**src/shared/dhc_map.svh**
```systemverilog
// register map, field positions, reset values and timing of the line-access control bank
// How it works
// RL1: software never writes unmapped, reserved addresses
// RL2: soft reset bit restores every register
// RL3: reserved bits and registers read zero
// RL4: main control bit 1 enables barrier loopback
// RL5: format clear: 15-bit, data LSB requests secondary
// RL6: format set: 16-bit, secondary sync pin starts
// RL7: path control bit 3 enables analog loopback
// RL8: hybrid connect bit, resets to one
// RL9: receive path enable bit 0, resets one
// RL10: polarity bit 4 sets hook pin level
// RL11: on-hook monitor bit 3 enables low-power monitoring
// RL12: ring flag holds, clears after timeout or off-hook
// RL13: hook pin ignored unless its enable set
// RL14: off-hook equals command OR enabled active pin
// RL15: line powerdown bit holds line side down
// RL16: software ignores line status without frame detect
// RL17: read returns contents plus status next frame
// RL18: software enables at most one test mode
`ifndef DHC_MAP_SVH
`define DHC_MAP_SVH
`define DHC_REG_MAIN       5'h01
`define DHC_REG_PATH       5'h02
`define DHC_REG_LINE       5'h05
`define DHC_REG_LINE_TWO   5'h06
`define DHC_REG_PLL1_DIV   5'h07
`define DHC_REG_PLL1_MUL   5'h08
`define DHC_REG_PLL2       5'h09
`define DHC_REG_PLL_MODE   5'h0A
`define DHC_REG_VERSION    5'h0B
`define DHC_REG_STATE      5'h0C
`define DHC_REG_GAIN_VER   5'h0D
`define DHC_REG_CHAIN      5'h0E
`define DHC_REG_GAIN       5'h0F
`define DHC_REG_FILTER     5'h10
`define DHC_REG_CAL        5'h11
`define DHC_REG_FIRST      5'h01
`define DHC_REG_LAST       5'h11
// writable bits of each register
`define DHC_WM_MAIN        8'h03
`define DHC_WM_PATH        8'h0B
`define DHC_WM_LINE        8'h1B
`define DHC_WM_LINE_TWO    8'hFB
`define DHC_WM_FULL        8'hFF
`define DHC_WM_PLL_MODE    8'h01
`define DHC_WM_GAIN_VER    8'h03
`define DHC_WM_FILTER      8'h10
`define DHC_WM_CAL         8'h60
`define DHC_WM_NONE        8'h00
`define DHC_RST_PATH       8'h03
`define DHC_RST_LINE_TWO   8'h70
`define DHC_RST_ZERO       8'h00
`define DHC_FILTER_FIXED   8'h08
// field positions
`define DHC_B_SOFT_RESET   7
`define DHC_B_BARRIER_LOOP 1
`define DHC_B_FORMAT       0
`define DHC_B_ANALOG_LOOP  3
`define DHC_B_HYBRID       1
`define DHC_B_RX_EN        0
`define DHC_B_HOOK_POL     4
`define DHC_B_MONITOR      3
`define DHC_B_RING         2
`define DHC_B_HOOK_PIN_EN  1
`define DHC_B_GO_OFFHOOK   0
`define DHC_B_PUMP_EN      7
`define DHC_B_LINE_PD      4
`define DHC_B_HOST_PD      3
`define DHC_B_LINK_ERR     7
`define DHC_B_FRAME_DET    6
`define DHC_B_LINE_ID      6
`define DHC_B_FILTER_EN    4
`define DHC_B_CAL_MANUAL   6
`define DHC_B_CAL_AUTO_OFF 5
// timing
`define DHC_CLK_HZ         40000000
`define DHC_RING_HOLD_MS   4500
// host revision code: the value is arbitrary
`define DHC_HOST_VERSION   4'h3
`endif

```
**src/shared/dhc_pkg.sv**
```systemverilog
// types shared by the line-access control bank
package dhc_pkg;
  typedef struct packed {
    logic       rd;
    logic [4:0] addr;
    logic [7:0] data;
  } dhc_cmd_t;
  typedef struct packed {
    logic       link_frame_detect;
    logic       link_error_evt;
    logic [3:0] loop_current;
    logic       line_id_bit;
    logic [3:0] line_version;
    logic       ring_pulse;
  } dhc_line_t;
  typedef struct packed {
    logic       barrier_loopback_en;
    logic       frame_format_sel;
    logic       analog_loop_en;
    logic       hybrid_connect;
    logic       receive_path_en;
    logic       hook_pin_polarity;
    logic       onhook_monitor_en;
    logic       hook_pin_en;
    logic       go_offhook;
    logic       charge_pump_en;
    logic       line_side_powerdown;
    logic       host_powerdown;
    logic [1:0] aout_tx_lvl;
    logic [1:0] aout_rx_lvl;
    logic [7:0] pll1_div;
    logic [7:0] pll1_mul;
    logic [7:0] pll2_ratio;
    logic       pll_mode;
    logic [7:0] chain_cfg;
    logic [7:0] gain_cfg;
    logic       filter_en;
    logic       cal_manual;
    logic       cal_auto_off;
    logic [1:0] gain_trim;
  } dhc_ctrl_t;
  typedef enum logic [1:0] {
    DHC_SEC_IDLE   = 2'b00,
    DHC_SEC_WAIT   = 2'b01,
    DHC_SEC_ANSWER = 2'b10
  } dhc_sec_state_t;
endpackage

```
**src/hdl/dhc_regs.sv**
```systemverilog
// control register bank reached over the secondary frames of the serial port
`timescale 1ns/10ps
`include "dhc_map.svh"
module dhc_regs
  import dhc_pkg::*;
#(
  parameter int unsigned RING_HOLD_CYC = `DHC_RING_HOLD_MS * (`DHC_CLK_HZ / 1000)
) (
  input  wire logic      clk,
  input  wire logic      rst,
  input  wire logic      ce,
  input  wire logic      frame_start,
  input  wire logic      prim_lsb,
  input  wire logic      secondary_sync_pin,
  input  wire logic      sec_valid,
  input  wire dhc_cmd_t  sec_cmd,
  input  wire logic      hook_pin,
  input  wire dhc_line_t line_in,
  output dhc_ctrl_t      ctrl,
  output logic           line_offhook,
  output logic           ring_active,
  output logic [7:0]     rd_data,
  output logic           rd_valid
);

  logic [7:0]     regs [`DHC_REG_FIRST:`DHC_REG_LAST];
  logic [7:0]     next_regs [`DHC_REG_FIRST:`DHC_REG_LAST];
  logic           link_err;
  logic           next_link_err;
  logic           next_ring_active;
  logic [27:0]    ring_cnt;
  logic [27:0]    next_ring_cnt;
  logic           next_line_offhook;
  dhc_sec_state_t sec_state;
  dhc_sec_state_t next_sec_state;
  logic [7:0]     next_rd_data;
  logic           next_rd_valid;
  logic [7:0]     read_mux;
  logic           sec_req;
  logic           wr_en;
  logic           rd_en;
  logic           soft_reset;
  logic           pin_active;
  logic           offhook_req;

  function automatic logic [7:0] wmask_of(input logic [4:0] idx);
    case (idx)
      `DHC_REG_MAIN:     wmask_of = `DHC_WM_MAIN;
      `DHC_REG_PATH:     wmask_of = `DHC_WM_PATH;
      `DHC_REG_LINE:     wmask_of = `DHC_WM_LINE;
      `DHC_REG_LINE_TWO: wmask_of = `DHC_WM_LINE_TWO;
      `DHC_REG_PLL1_DIV: wmask_of = `DHC_WM_FULL;
      `DHC_REG_PLL1_MUL: wmask_of = `DHC_WM_FULL;
      `DHC_REG_PLL2:     wmask_of = `DHC_WM_FULL;
      `DHC_REG_PLL_MODE: wmask_of = `DHC_WM_PLL_MODE;
      `DHC_REG_GAIN_VER: wmask_of = `DHC_WM_GAIN_VER;
      `DHC_REG_CHAIN:    wmask_of = `DHC_WM_FULL;
      `DHC_REG_GAIN:     wmask_of = `DHC_WM_FULL;
      `DHC_REG_FILTER:   wmask_of = `DHC_WM_FILTER;
      `DHC_REG_CAL:      wmask_of = `DHC_WM_CAL;
      default:           wmask_of = `DHC_WM_NONE;
    endcase
  endfunction

  function automatic logic [7:0] reset_of(input logic [4:0] idx);
    case (idx)
      `DHC_REG_PATH:     reset_of = `DHC_RST_PATH;
      `DHC_REG_LINE_TWO: reset_of = `DHC_RST_LINE_TWO;
      default:           reset_of = `DHC_RST_ZERO;
    endcase
  endfunction

  // request for a secondary frame, taken at each primary frame start
  always_comb begin
    // RL6: sync pin starts
    if (regs[`DHC_REG_MAIN][`DHC_B_FORMAT]) begin
      sec_req = secondary_sync_pin;
    end else begin
      // RL5: data LSB requests
      sec_req = prim_lsb;
    end
  end

  // unmapped and reserved addresses pass here too; their all-zero write masks keep writes from storing
  assign wr_en = sec_valid && (sec_state == DHC_SEC_WAIT) && !sec_cmd.rd;
  assign rd_en = sec_valid && (sec_state == DHC_SEC_WAIT) && sec_cmd.rd;

  // RL2: soft reset strobe
  assign soft_reset = wr_en && (sec_cmd.addr == `DHC_REG_MAIN)
                      && sec_cmd.data[`DHC_B_SOFT_RESET];

  // one flop bank per address from 0x01 to 0x11, unmapped 0x03 and 0x04 included; bits outside the write mask never hold a one
  genvar gi;
  generate
    for (gi = `DHC_REG_FIRST; gi <= `DHC_REG_LAST; gi++) begin : g_reg
      always_comb begin
        next_regs[gi] = regs[gi];
        if (soft_reset) begin
          // RL2: back to reset values
          next_regs[gi] = reset_of(5'(gi));
        end else if (wr_en && (sec_cmd.addr == 5'(gi))) begin
          // RL3: only writable bits store
          next_regs[gi] = (regs[gi] & ~wmask_of(5'(gi)))
                          | (sec_cmd.data & wmask_of(5'(gi)));
        end
      end
      always_ff @(posedge clk or posedge rst) begin
        if (rst) begin
          regs[gi] <= reset_of(5'(gi));
        end else if (ce) begin
          regs[gi] <= next_regs[gi];
        end
      end
    end
  endgenerate

  // link error flag: a new error in the clearing cycle keeps the flag set
  always_comb begin
    next_link_err = link_err;
    if (soft_reset) begin
      next_link_err = 1'b0;
    end else if (wr_en && (sec_cmd.addr == `DHC_REG_STATE)
                 && !sec_cmd.data[`DHC_B_LINK_ERR]) begin
      next_link_err = 1'b0;
    end
    if (line_in.link_error_evt) begin
      next_link_err = 1'b1;
    end
  end

  always_ff @(posedge clk or posedge rst) begin
    if (rst) begin
      link_err <= 1'b0;
    end else if (ce) begin
      link_err <= next_link_err;
    end
  end

  // hook pin level after polarity, before the enable gates it
  always_comb begin
    // RL10: pin polarity
    if (regs[`DHC_REG_LINE][`DHC_B_HOOK_POL]) begin
      pin_active = hook_pin;
    end else begin
      pin_active = !hook_pin;
    end
  end

  // RL13: pin gated by enable
  // RL14: command OR pin
  assign offhook_req = regs[`DHC_REG_LINE][`DHC_B_GO_OFFHOOK]
                       || (regs[`DHC_REG_LINE][`DHC_B_HOOK_PIN_EN] && pin_active);

  always_comb begin
    next_line_offhook = offhook_req;
  end

  always_ff @(posedge clk or posedge rst) begin
    if (rst) begin
      line_offhook <= 1'b0;
    end else if (ce) begin
      line_offhook <= next_line_offhook;
    end
  end

  // ring indicator: the hold restarts on every positive ring while on-hook, so the flag
  // drops the minimum hold after the last one, inside the allowed window
  always_comb begin
    next_ring_active = ring_active;
    next_ring_cnt    = ring_cnt;
    // RL12: off-hook clears ring
    if (soft_reset || offhook_req) begin
      next_ring_active = 1'b0;
      next_ring_cnt    = '0;
    end else if (line_in.ring_pulse) begin
      // RL12: ring restarts hold
      next_ring_active = 1'b1;
      next_ring_cnt    = 28'(RING_HOLD_CYC);
    end else if (ring_cnt != '0) begin
      next_ring_cnt = ring_cnt - 28'h0000001;
      if (ring_cnt == 28'h0000001) begin
        // RL12: timeout clears ring
        next_ring_active = 1'b0;
      end
    end
  end

  always_ff @(posedge clk or posedge rst) begin
    if (rst) begin
      ring_active <= 1'b0;
      ring_cnt    <= '0;
    end else if (ce) begin
      ring_active <= next_ring_active;
      ring_cnt    <= next_ring_cnt;
    end
  end

  // read view: stored bits plus live status, reserved bits stay zero
  always_comb begin
    read_mux = 8'h00;
    case (sec_cmd.addr)
      `DHC_REG_MAIN: begin
        read_mux = regs[`DHC_REG_MAIN];
      end
      `DHC_REG_PATH: begin
        read_mux = regs[`DHC_REG_PATH];
      end
      `DHC_REG_LINE: begin
        read_mux              = regs[`DHC_REG_LINE];
        // RL17: live ring flag
        read_mux[`DHC_B_RING] = ring_active;
      end
      `DHC_REG_LINE_TWO: begin
        read_mux = regs[`DHC_REG_LINE_TWO];
      end
      `DHC_REG_PLL1_DIV: begin
        read_mux = regs[`DHC_REG_PLL1_DIV];
      end
      `DHC_REG_PLL1_MUL: begin
        read_mux = regs[`DHC_REG_PLL1_MUL];
      end
      `DHC_REG_PLL2: begin
        read_mux = regs[`DHC_REG_PLL2];
      end
      `DHC_REG_PLL_MODE: begin
        read_mux = regs[`DHC_REG_PLL_MODE];
      end
      `DHC_REG_VERSION: begin
        read_mux[3:0] = `DHC_HOST_VERSION;
      end
      `DHC_REG_STATE: begin
        // RL17: live line status
        read_mux[`DHC_B_LINK_ERR]  = link_err;
        read_mux[`DHC_B_FRAME_DET] = line_in.link_frame_detect;
        read_mux[3:0]              = line_in.loop_current;
      end
      `DHC_REG_GAIN_VER: begin
        read_mux                 = regs[`DHC_REG_GAIN_VER];
        read_mux[`DHC_B_LINE_ID] = line_in.line_id_bit;
        read_mux[5:2]            = line_in.line_version;
      end
      `DHC_REG_CHAIN: begin
        read_mux = regs[`DHC_REG_CHAIN];
      end
      `DHC_REG_GAIN: begin
        read_mux = regs[`DHC_REG_GAIN];
      end
      `DHC_REG_FILTER: begin
        read_mux = regs[`DHC_REG_FILTER] | `DHC_FILTER_FIXED;
      end
      `DHC_REG_CAL: begin
        read_mux = regs[`DHC_REG_CAL];
      end
      default: begin
        // RL3: reserved and unmapped read zero
        read_mux = 8'h00;
      end
    endcase
  end

  // secondary frame sequencing; a read answer leaves in the next frame
  always_comb begin
    next_sec_state = sec_state;
    next_rd_data   = rd_data;
    next_rd_valid  = 1'b0;
    case (sec_state)
      DHC_SEC_IDLE: begin
        if (frame_start && sec_req) begin
          next_sec_state = DHC_SEC_WAIT;
        end
      end
      DHC_SEC_WAIT: begin
        if (rd_en) begin
          // RL17: capture read value
          next_rd_data   = read_mux;
          next_sec_state = DHC_SEC_ANSWER;
        end else if (wr_en) begin
          next_sec_state = DHC_SEC_IDLE;
        end else if (frame_start && !sec_req) begin
          next_sec_state = DHC_SEC_IDLE;
        end
      end
      // a read blocks new windows until its answer frame has gone out
      DHC_SEC_ANSWER: begin
        if (frame_start) begin
          // RL17: answer next frame
          next_rd_valid  = 1'b1;
          next_sec_state = sec_req ? DHC_SEC_WAIT : DHC_SEC_IDLE;
        end
      end
      default: begin
        next_sec_state = DHC_SEC_IDLE;
      end
    endcase
  end

  always_ff @(posedge clk or posedge rst) begin
    if (rst) begin
      sec_state <= DHC_SEC_IDLE;
      rd_data   <= 8'h00;
      rd_valid  <= 1'b0;
    end else if (ce) begin
      sec_state <= next_sec_state;
      rd_data   <= next_rd_data;
      rd_valid  <= next_rd_valid;
    end
  end

  // control outputs are plain wires from the register flops
  always_comb begin
    // RL4: barrier loopback
    ctrl.barrier_loopback_en = regs[`DHC_REG_MAIN][`DHC_B_BARRIER_LOOP];
    ctrl.frame_format_sel    = regs[`DHC_REG_MAIN][`DHC_B_FORMAT];
    // RL7: analog loopback
    ctrl.analog_loop_en      = regs[`DHC_REG_PATH][`DHC_B_ANALOG_LOOP];
    // RL8: hybrid connect
    ctrl.hybrid_connect      = regs[`DHC_REG_PATH][`DHC_B_HYBRID];
    // RL9: receive enable
    ctrl.receive_path_en     = regs[`DHC_REG_PATH][`DHC_B_RX_EN];
    ctrl.hook_pin_polarity   = regs[`DHC_REG_LINE][`DHC_B_HOOK_POL];
    // RL11: on-hook monitoring
    ctrl.onhook_monitor_en   = regs[`DHC_REG_LINE][`DHC_B_MONITOR];
    ctrl.hook_pin_en         = regs[`DHC_REG_LINE][`DHC_B_HOOK_PIN_EN];
    ctrl.go_offhook          = regs[`DHC_REG_LINE][`DHC_B_GO_OFFHOOK];
    ctrl.charge_pump_en      = regs[`DHC_REG_LINE_TWO][`DHC_B_PUMP_EN];
    // RL15: line side powerdown
    ctrl.line_side_powerdown = regs[`DHC_REG_LINE_TWO][`DHC_B_LINE_PD];
    ctrl.host_powerdown      = regs[`DHC_REG_LINE_TWO][`DHC_B_HOST_PD];
    ctrl.aout_tx_lvl         = {regs[`DHC_REG_LINE_TWO][6], regs[`DHC_REG_LINE_TWO][1]};
    ctrl.aout_rx_lvl         = {regs[`DHC_REG_LINE_TWO][5], regs[`DHC_REG_LINE_TWO][0]};
    ctrl.pll1_div            = regs[`DHC_REG_PLL1_DIV];
    ctrl.pll1_mul            = regs[`DHC_REG_PLL1_MUL];
    ctrl.pll2_ratio          = regs[`DHC_REG_PLL2];
    ctrl.pll_mode            = regs[`DHC_REG_PLL_MODE][0];
    ctrl.chain_cfg           = regs[`DHC_REG_CHAIN];
    ctrl.gain_cfg            = regs[`DHC_REG_GAIN];
    ctrl.filter_en           = regs[`DHC_REG_FILTER][`DHC_B_FILTER_EN];
    ctrl.cal_manual          = regs[`DHC_REG_CAL][`DHC_B_CAL_MANUAL];
    ctrl.cal_auto_off        = regs[`DHC_REG_CAL][`DHC_B_CAL_AUTO_OFF];
    ctrl.gain_trim           = regs[`DHC_REG_GAIN_VER][1:0];
  end

endmodule

```
**config.mk**
```make
export PLATFORM = sky130hd
export DESIGN_NAME = dhc_regs
export DESIGN_NICKNAME = d
export VERILOG_FILES = /design/src/shared/dhc_pkg.sv /design/src/hdl/dhc_regs.sv
export VERILOG_INCLUDE_DIRS = /design/src /design/src/shared
export SDC_FILE = /design/constraint.sdc
export NUM_CORES = 1
export LEC_CHECK = 0
export BUFFER_PORTS_ARGS = -buffer_cell sky130_fd_sc_hd__buf_2
export CAP_MARGIN = 20
export CORE_MARGIN = 1
export CORE_UTILIZATION = 50
export DETAILED_ROUTE_END_ITERATION = 12
export PLACE_DENSITY = 0.77
export SLEW_MARGIN = 20
export SYNTH_ARGS = -nofsm -noshare
export SYNTH_HDL_FRONTEND = slang
export SYNTH_SLANG_ARGS = --single-unit
```
**constraint.sdc**
```tcl
create_clock -name clk -period 2.8 [get_ports clk]
set_input_delay 0.28 -clock clk [delete_from_list [all_inputs] [get_ports clk]]
set_output_delay 0.28 -clock clk [all_outputs]
set_load 0.01 [all_outputs]
```
### Word-level counts from Yosys, hierarchy flattened

Index checks and enable logic that the tools add are counted.

* flip-flop bits (word level): 146
* latch bits: 0
* memory bits (writable): 0
* bits in read-only memories: 0
* input port bits: 34
* output and inout port bits: 73
* word-level logic and storage cells: 164
* memories: 0

* add/sub/neg operators: 1
* $mul: 0
* divide/modulo/power cells: 0
* $lt $le $gt $ge: 0
* equal/unequal tests: 21
* shift operators: 0
* mux-type cells: 50
* bitwise gates (word level): 8
* reduce and logical (&&, ||, !) cells: 64

Operators by type and width (count)
* 8-bit 2-to-1 mux: 26
* 28-bit 2-to-1 mux: 3
* 4-bit case mux with 15 select lines: 1
* 5-bit by 4-bit equality test with 1-bit output, second input constant: 8
* 2-bit AND reduction: 15
* 28-bit by 1-bit equality test with 1-bit output, second input constant: 1
* 2-bit case mux with 14 select lines: 1
* 28-bit nonzero test: 1
* 28-bit by 1-bit subtractor with 28-bit output, second input constant: 1
* 2-bit case mux with 13 select lines: 1
* 2-bit nonzero test: 13
* 1-bit logical AND: 22
* 8-bit by 2-bit bitwise OR with 8-bit output: 2
* 8-bit by 5-bit bitwise OR with 8-bit output: 2
* 5-bit by 3-bit equality test with 1-bit output, second input constant: 3
* 1-bit 2-to-1 mux: 12
* 5-bit equality test, second input constant: 2
* 2-bit 2-to-1 mux: 5
* 3-bit nonzero test: 3
* 3-bit by 8-bit bitwise OR with 8-bit output: 1
* 8-bit by 1-bit bitwise OR with 8-bit output: 1
* 8-bit by 4-bit bitwise OR with 8-bit output: 1
* 8-bit by 7-bit bitwise OR with 8-bit output: 1
* 2-bit case mux with 3 select lines: 1
* 11 further kinds: 17

### Logic depth before layout (Yosys ltp)

* depth after elaboration: 8
* depth in mapped cells: 8
* mapped depth without buffers: 7

### Worst setup path before layout

No wires, ideal clock.

* path type: register -> register
* start: register ring_cnt[5]
* end: register ring_cnt[25]
* setup time: 0.143 ns
* data arrival time: 2.174 ns
* data required time: 2.657 ns
* slack: 0.483 ns
* stages on the path, launching flop included: 7
* buffers on the path: 0
* clock period less this slack: 2.317 ns
* cell sequence: dfrtp_1 or4_1 or3_1 or3_1 or3_1 a21oi_1 o221ai_1

* word-level cells in the longest chain between the ends: 4
* elaborated cells between the ends (all ways): 7
* those cells by class: add/sub: 1; mux: 3; reduce/logical: 3

RTL lines
* start, declared: line dhc_regs.sv:31 `logic [27:0] ring_cnt;`
* start signal, assigned: line dhc_regs.sv:194 `ring_cnt <= next_ring_cnt;`
* 28-bit by 1-bit subtractor with 28-bit output: line dhc_regs.sv:180 `next_ring_cnt = ring_cnt - 28'h0000001;`
* 28-bit 2-to-1 mux: line dhc_regs.sv:179 `end else if (ring_cnt != '0) begin`
* 28-bit 2-to-1 mux: line dhc_regs.sv:175 `end else if (line_in.ring_pulse) begin`
* 28-bit 2-to-1 mux: line dhc_regs.sv:172 `if (soft_reset || offhook_req) begin`

Several ways; a longest one is shown, not always the timed one. The select of a mux whose other input is x is not followed.
A chain may end at the register's enable or synchronous reset.

### Worst setup path after layout

* start: register ring_cnt[20]
* end: register ring_active

* word-level cells in the longest chain between the ends: 3
* elaborated cells between the ends (all ways): 5
* those cells by class: eq/ne: 1; reduce/logical: 4

RTL lines
* 28-bit by 1-bit equality test with 1-bit output or 28-bit nonzero test (tied branches): line dhc_regs.sv:181, dhc_regs.sv:179
* 3-bit nonzero test (no line)
* 3-bit AND reduction (no line) (*)
* end signal, assigned: line dhc_regs.sv:193 `ring_active <= next_ring_active;`
* end, declared: line dhc_regs.sv:21 `output logic ring_active,`

Mark *: on every way between the ends. The rest lies on a longest branch, timed or not.

==> out/summary.md <==
The synthesized design contains 104 register bits. The die footprint is 11000 sq um, and the post-route setup TNS is 0 ps. The tools report the initial antenna violation count as 0. The number of hold violations in the final report is 0.

Summed over all layers, the routed wires come to 16.0 mm. For this design the static power due to leakage is 3.01 nW. For the number of top-level design ports, the log shows 107.

Number of diodes added for antenna fixing: 0. The clock net in this run drives a total of 104 sinks. The total iterations of the first detailed-routing run is 8, and the maximum level of the CTS H-tree is 3. The portion of the post-synthesis area used by sequential elements is 0.493. The maximum number of pins on one net before global-route repair was 105; the latest clock arrival within the worst-skew pair was 380 ps. Summing every instance area after synthesis gives 5290 sq um.

The maximum count of clock buffers along a single path was 2; the number of flops mapped to enable cells by yosys was 0. The relative slew slack is 0.258, and the area fraction of the dominant cell type after synthesis is 0.469. Setup repair after global routing left no endpoint under its margin. The most frequently used flop master after synthesis is sky130_fd_sc_hd__dfrtp_1. For the number of buffers created by CTS, the log shows 9. VDD sags by at most 0.467 mV.

The required time of the critical path was 3100 ps; the effective utilization at floorplan was 0.514. The transition time at the pin with the least slew margin came out at 1110 ps. After routing the design area is 6250 sq um. The proportion of register bits with asynchronous set or reset after synthesis works out to 1.00. Of all nets on the critical path, the largest fanout is 9.

The power density over cell area came out at 706 nW/um^2. The number of global-route vias before repair is 4784, and the number of buffers inserted by port buffering is 106. STA classifies the critical path endpoint as a register. Across the run, the number of max-cap violations was 0.

Clock-pin slew was measured on the worst setup and hold paths at 100 ps. The final period utilization was 0.901. Counting instances in the post-synthesis netlist gives the leading cell types as 99 x sky130_fd_sc_hd__dfrtp_1, 95 x sky130_fd_sc_hd__nand2_1, 91 x sky130_fd_sc_hd__o21ai_0.

The routed design could run at a clock period as short as 2520 ps. The max-slew violation count was 0; the number of endpoints failing setup at the final stage was 0. In this run the vertical extent of the chip is 105 um. The clock tree root buffer cell is sky130_fd_sc_hd__clkbuf_8. The fraction of layout instances using a drive strength above 1 is 0.232. Once the clock tree was built, the resizer swapped 0 gates to a different size.

The final-layout fill cell count is 910, and the layout-stage area growth over the synthesis result is 18.2%. A synthesized cell averages 8.95 sq um. The classification of the worst setup path was register to register. The run gives 739 as the post-layout net count. In this run the horizontal extent of the chip is 105 um.

Static timing analysis puts the maximum clock frequency at 396 MHz. Dividing the detail-routed via count by the number of cells gives 6.23. For this run the aggregate overflow at the end of global routing stands at 0.

The logs give 0 for the number of hold buffers added after CTS and 2820 ps for the data arrival time of the critical path. For the final database, setup skew stands at 11.7 ps. Detailed placement ended at an HPWL of 11.6 mm. The post-route DRC violation count came out at 0.

Synthesis instantiated 64 different standard cells from the library. For this block, the via count after detailed routing is 5253. The area of the core is 10300 sq um. The tools report the gate count of the mapped netlist as 591.

The logs give 37 for the number of rows in the core area and 0 for the count of warnings emitted by yosys. The number of routed nets with antenna violations is 0, and the post-CTS setup buffer count is 0. By area the synthesized netlist is led by sky130_fd_sc_hd__dfrtp_1 47%, sky130_fd_sc_hd__o21ai_0 8.6%, sky130_fd_sc_hd__nand2_1 6.7%. The flow ran to the end, and the final reports show no timing, DRC or antenna violations. The path class of the lowest-slack min-delay path is input port to asynchronous set/reset pin.

Summed over all instances, the cell type with the most area after synthesis is sky130_fd_sc_hd__dfrtp_1. The number of nets handed over by synthesis was 628. The logs give 6040 sq um for the instance area after placement and 609 for the initial DRC count. The average routed wire per standard cell works out to 19.0 um.

TritonCTS built the clock tree. The first global-routing pass estimated 25.5 mm of wire. The type of origin of the critical path is a register. In the post-synthesis netlist, the cell with the most instances is sky130_fd_sc_hd__dfrtp_1. The run gives 0.298 as the aggregate global-route resource usage.

The congestion estimate from routability-driven global placement came to 0.931.
## layer usage
layer	GRT usage	routed length [um]	vias up
met3	0.0705	1790	28
met2	0.429	6880	307
met4	0.0966	303	2
met1	0.440	7010	2528
li1	-	-	2388
met5	0.0333	11	-
## power breakdown
| part | switching (W) | internal [W] | total (W) |
|---|---|---|---|
| logic | 0.000891 | 0.000630 | 0.00152 |
| clock network | 0.000565 | 0.000429 | 0.000993 |
| registers | 0.000199 | 0.00170 | 0.00190 |
| total | 0.00165 | 0.00276 | 0.00441 |
## worst max-delay path, cell delays in order (launching register included)
cell and delay (ps):
sky130_fd_sc_hd__dfrtp_1 460, sky130_fd_sc_hd__or4_4 600, sky130_fd_sc_hd__nor3_1 380, sky130_fd_sc_hd__nand4_1 240, sky130_fd_sc_hd__o21a_1 360, sky130_fd_sc_hd__and4_1 260
sky130_fd_sc_hd__o21ai_0 150
## layout make-up
class	instances	area, sq um	share of cell area
clock inverter	6	75.1	0.0120
multi-input combinational	443	2500	0.400
timing repair buffer	126	693	0.111
tap	136	170	0.0272
sequential	104	2610	0.418
clock buffer	10	128	0.0204
inverter	18	71.3	0.0114
## cells by family (layout without fill, tap and decap cells)
group | after synthesis | after routing | share of synthesized area
compound gates | 189 | 189 | 0.223
xor+xnor | 8 | 8 | 0.0133
fa+ha+maj | 3 | 3 | 0.00710
buf+inv | 44 | 160 | 0.0348
flops | 104 | 104 | 0.493
mux | 2 | 2 | 0.00379
simple gates | 241 | 241 | 0.225
## metrics by stage
step / util / total power, W / hold slack (ps) / std cells / setup WS, ps
2_1_floorplan: - / 0.00295 / 397 / 591 / 483
5_1_grt: 0.608 / 0.00468 / 107 / 843 / 117
3_3_place_gp: 0.588 / 0.00337 / 454 / 827 / 308
6_report: 0.608 / 0.00441 / 26.8 / 843 / 277
3_5_place_dp: 0.588 / 0.00342 / 464 / 827 / 323
4_1_cts: 0.607 / 0.00440 / 78.6 / 843 / 270
## flip-flops by register name, summed over array words and instances (netlist names)
signal / flops
link_err: 1
ring_active: 1
rd_data: 8
line_offhook: 1
rd_valid: 1
ctrl: 62
ring_cnt: 28
sec_state: 2
## placed cells by master (no fill, tap or decap), drive strengths merged, types with 12 or more instances in the layout
master	count
buf	126
dfrtp	99
o21ai	97
nand2	95
nor2	38
nor3	24
a22oi	23
inv	20
a21oi	16
nand3	12
or4	12
## worst paths after layout
check | startpoint | endpoint | slack (ps) | depth (start not counted)
setup / recovery | ring_cnt[20] | ring_active | 280 | 6
hold / removal | rst | sec_state[0] | 30 | 3
setup reg to reg | ring_cnt[20] | ring_active | 280 | 6
hold reg to reg | rd_data[2] | rd_data[2] | 480 | 2
max in group asynchronous | rst | ctrl[37] | 2330 | 3
min in group clk | line_in[10] | link_err | 130 | 3
Note: power is estimated with default switching activity, not from simulation.
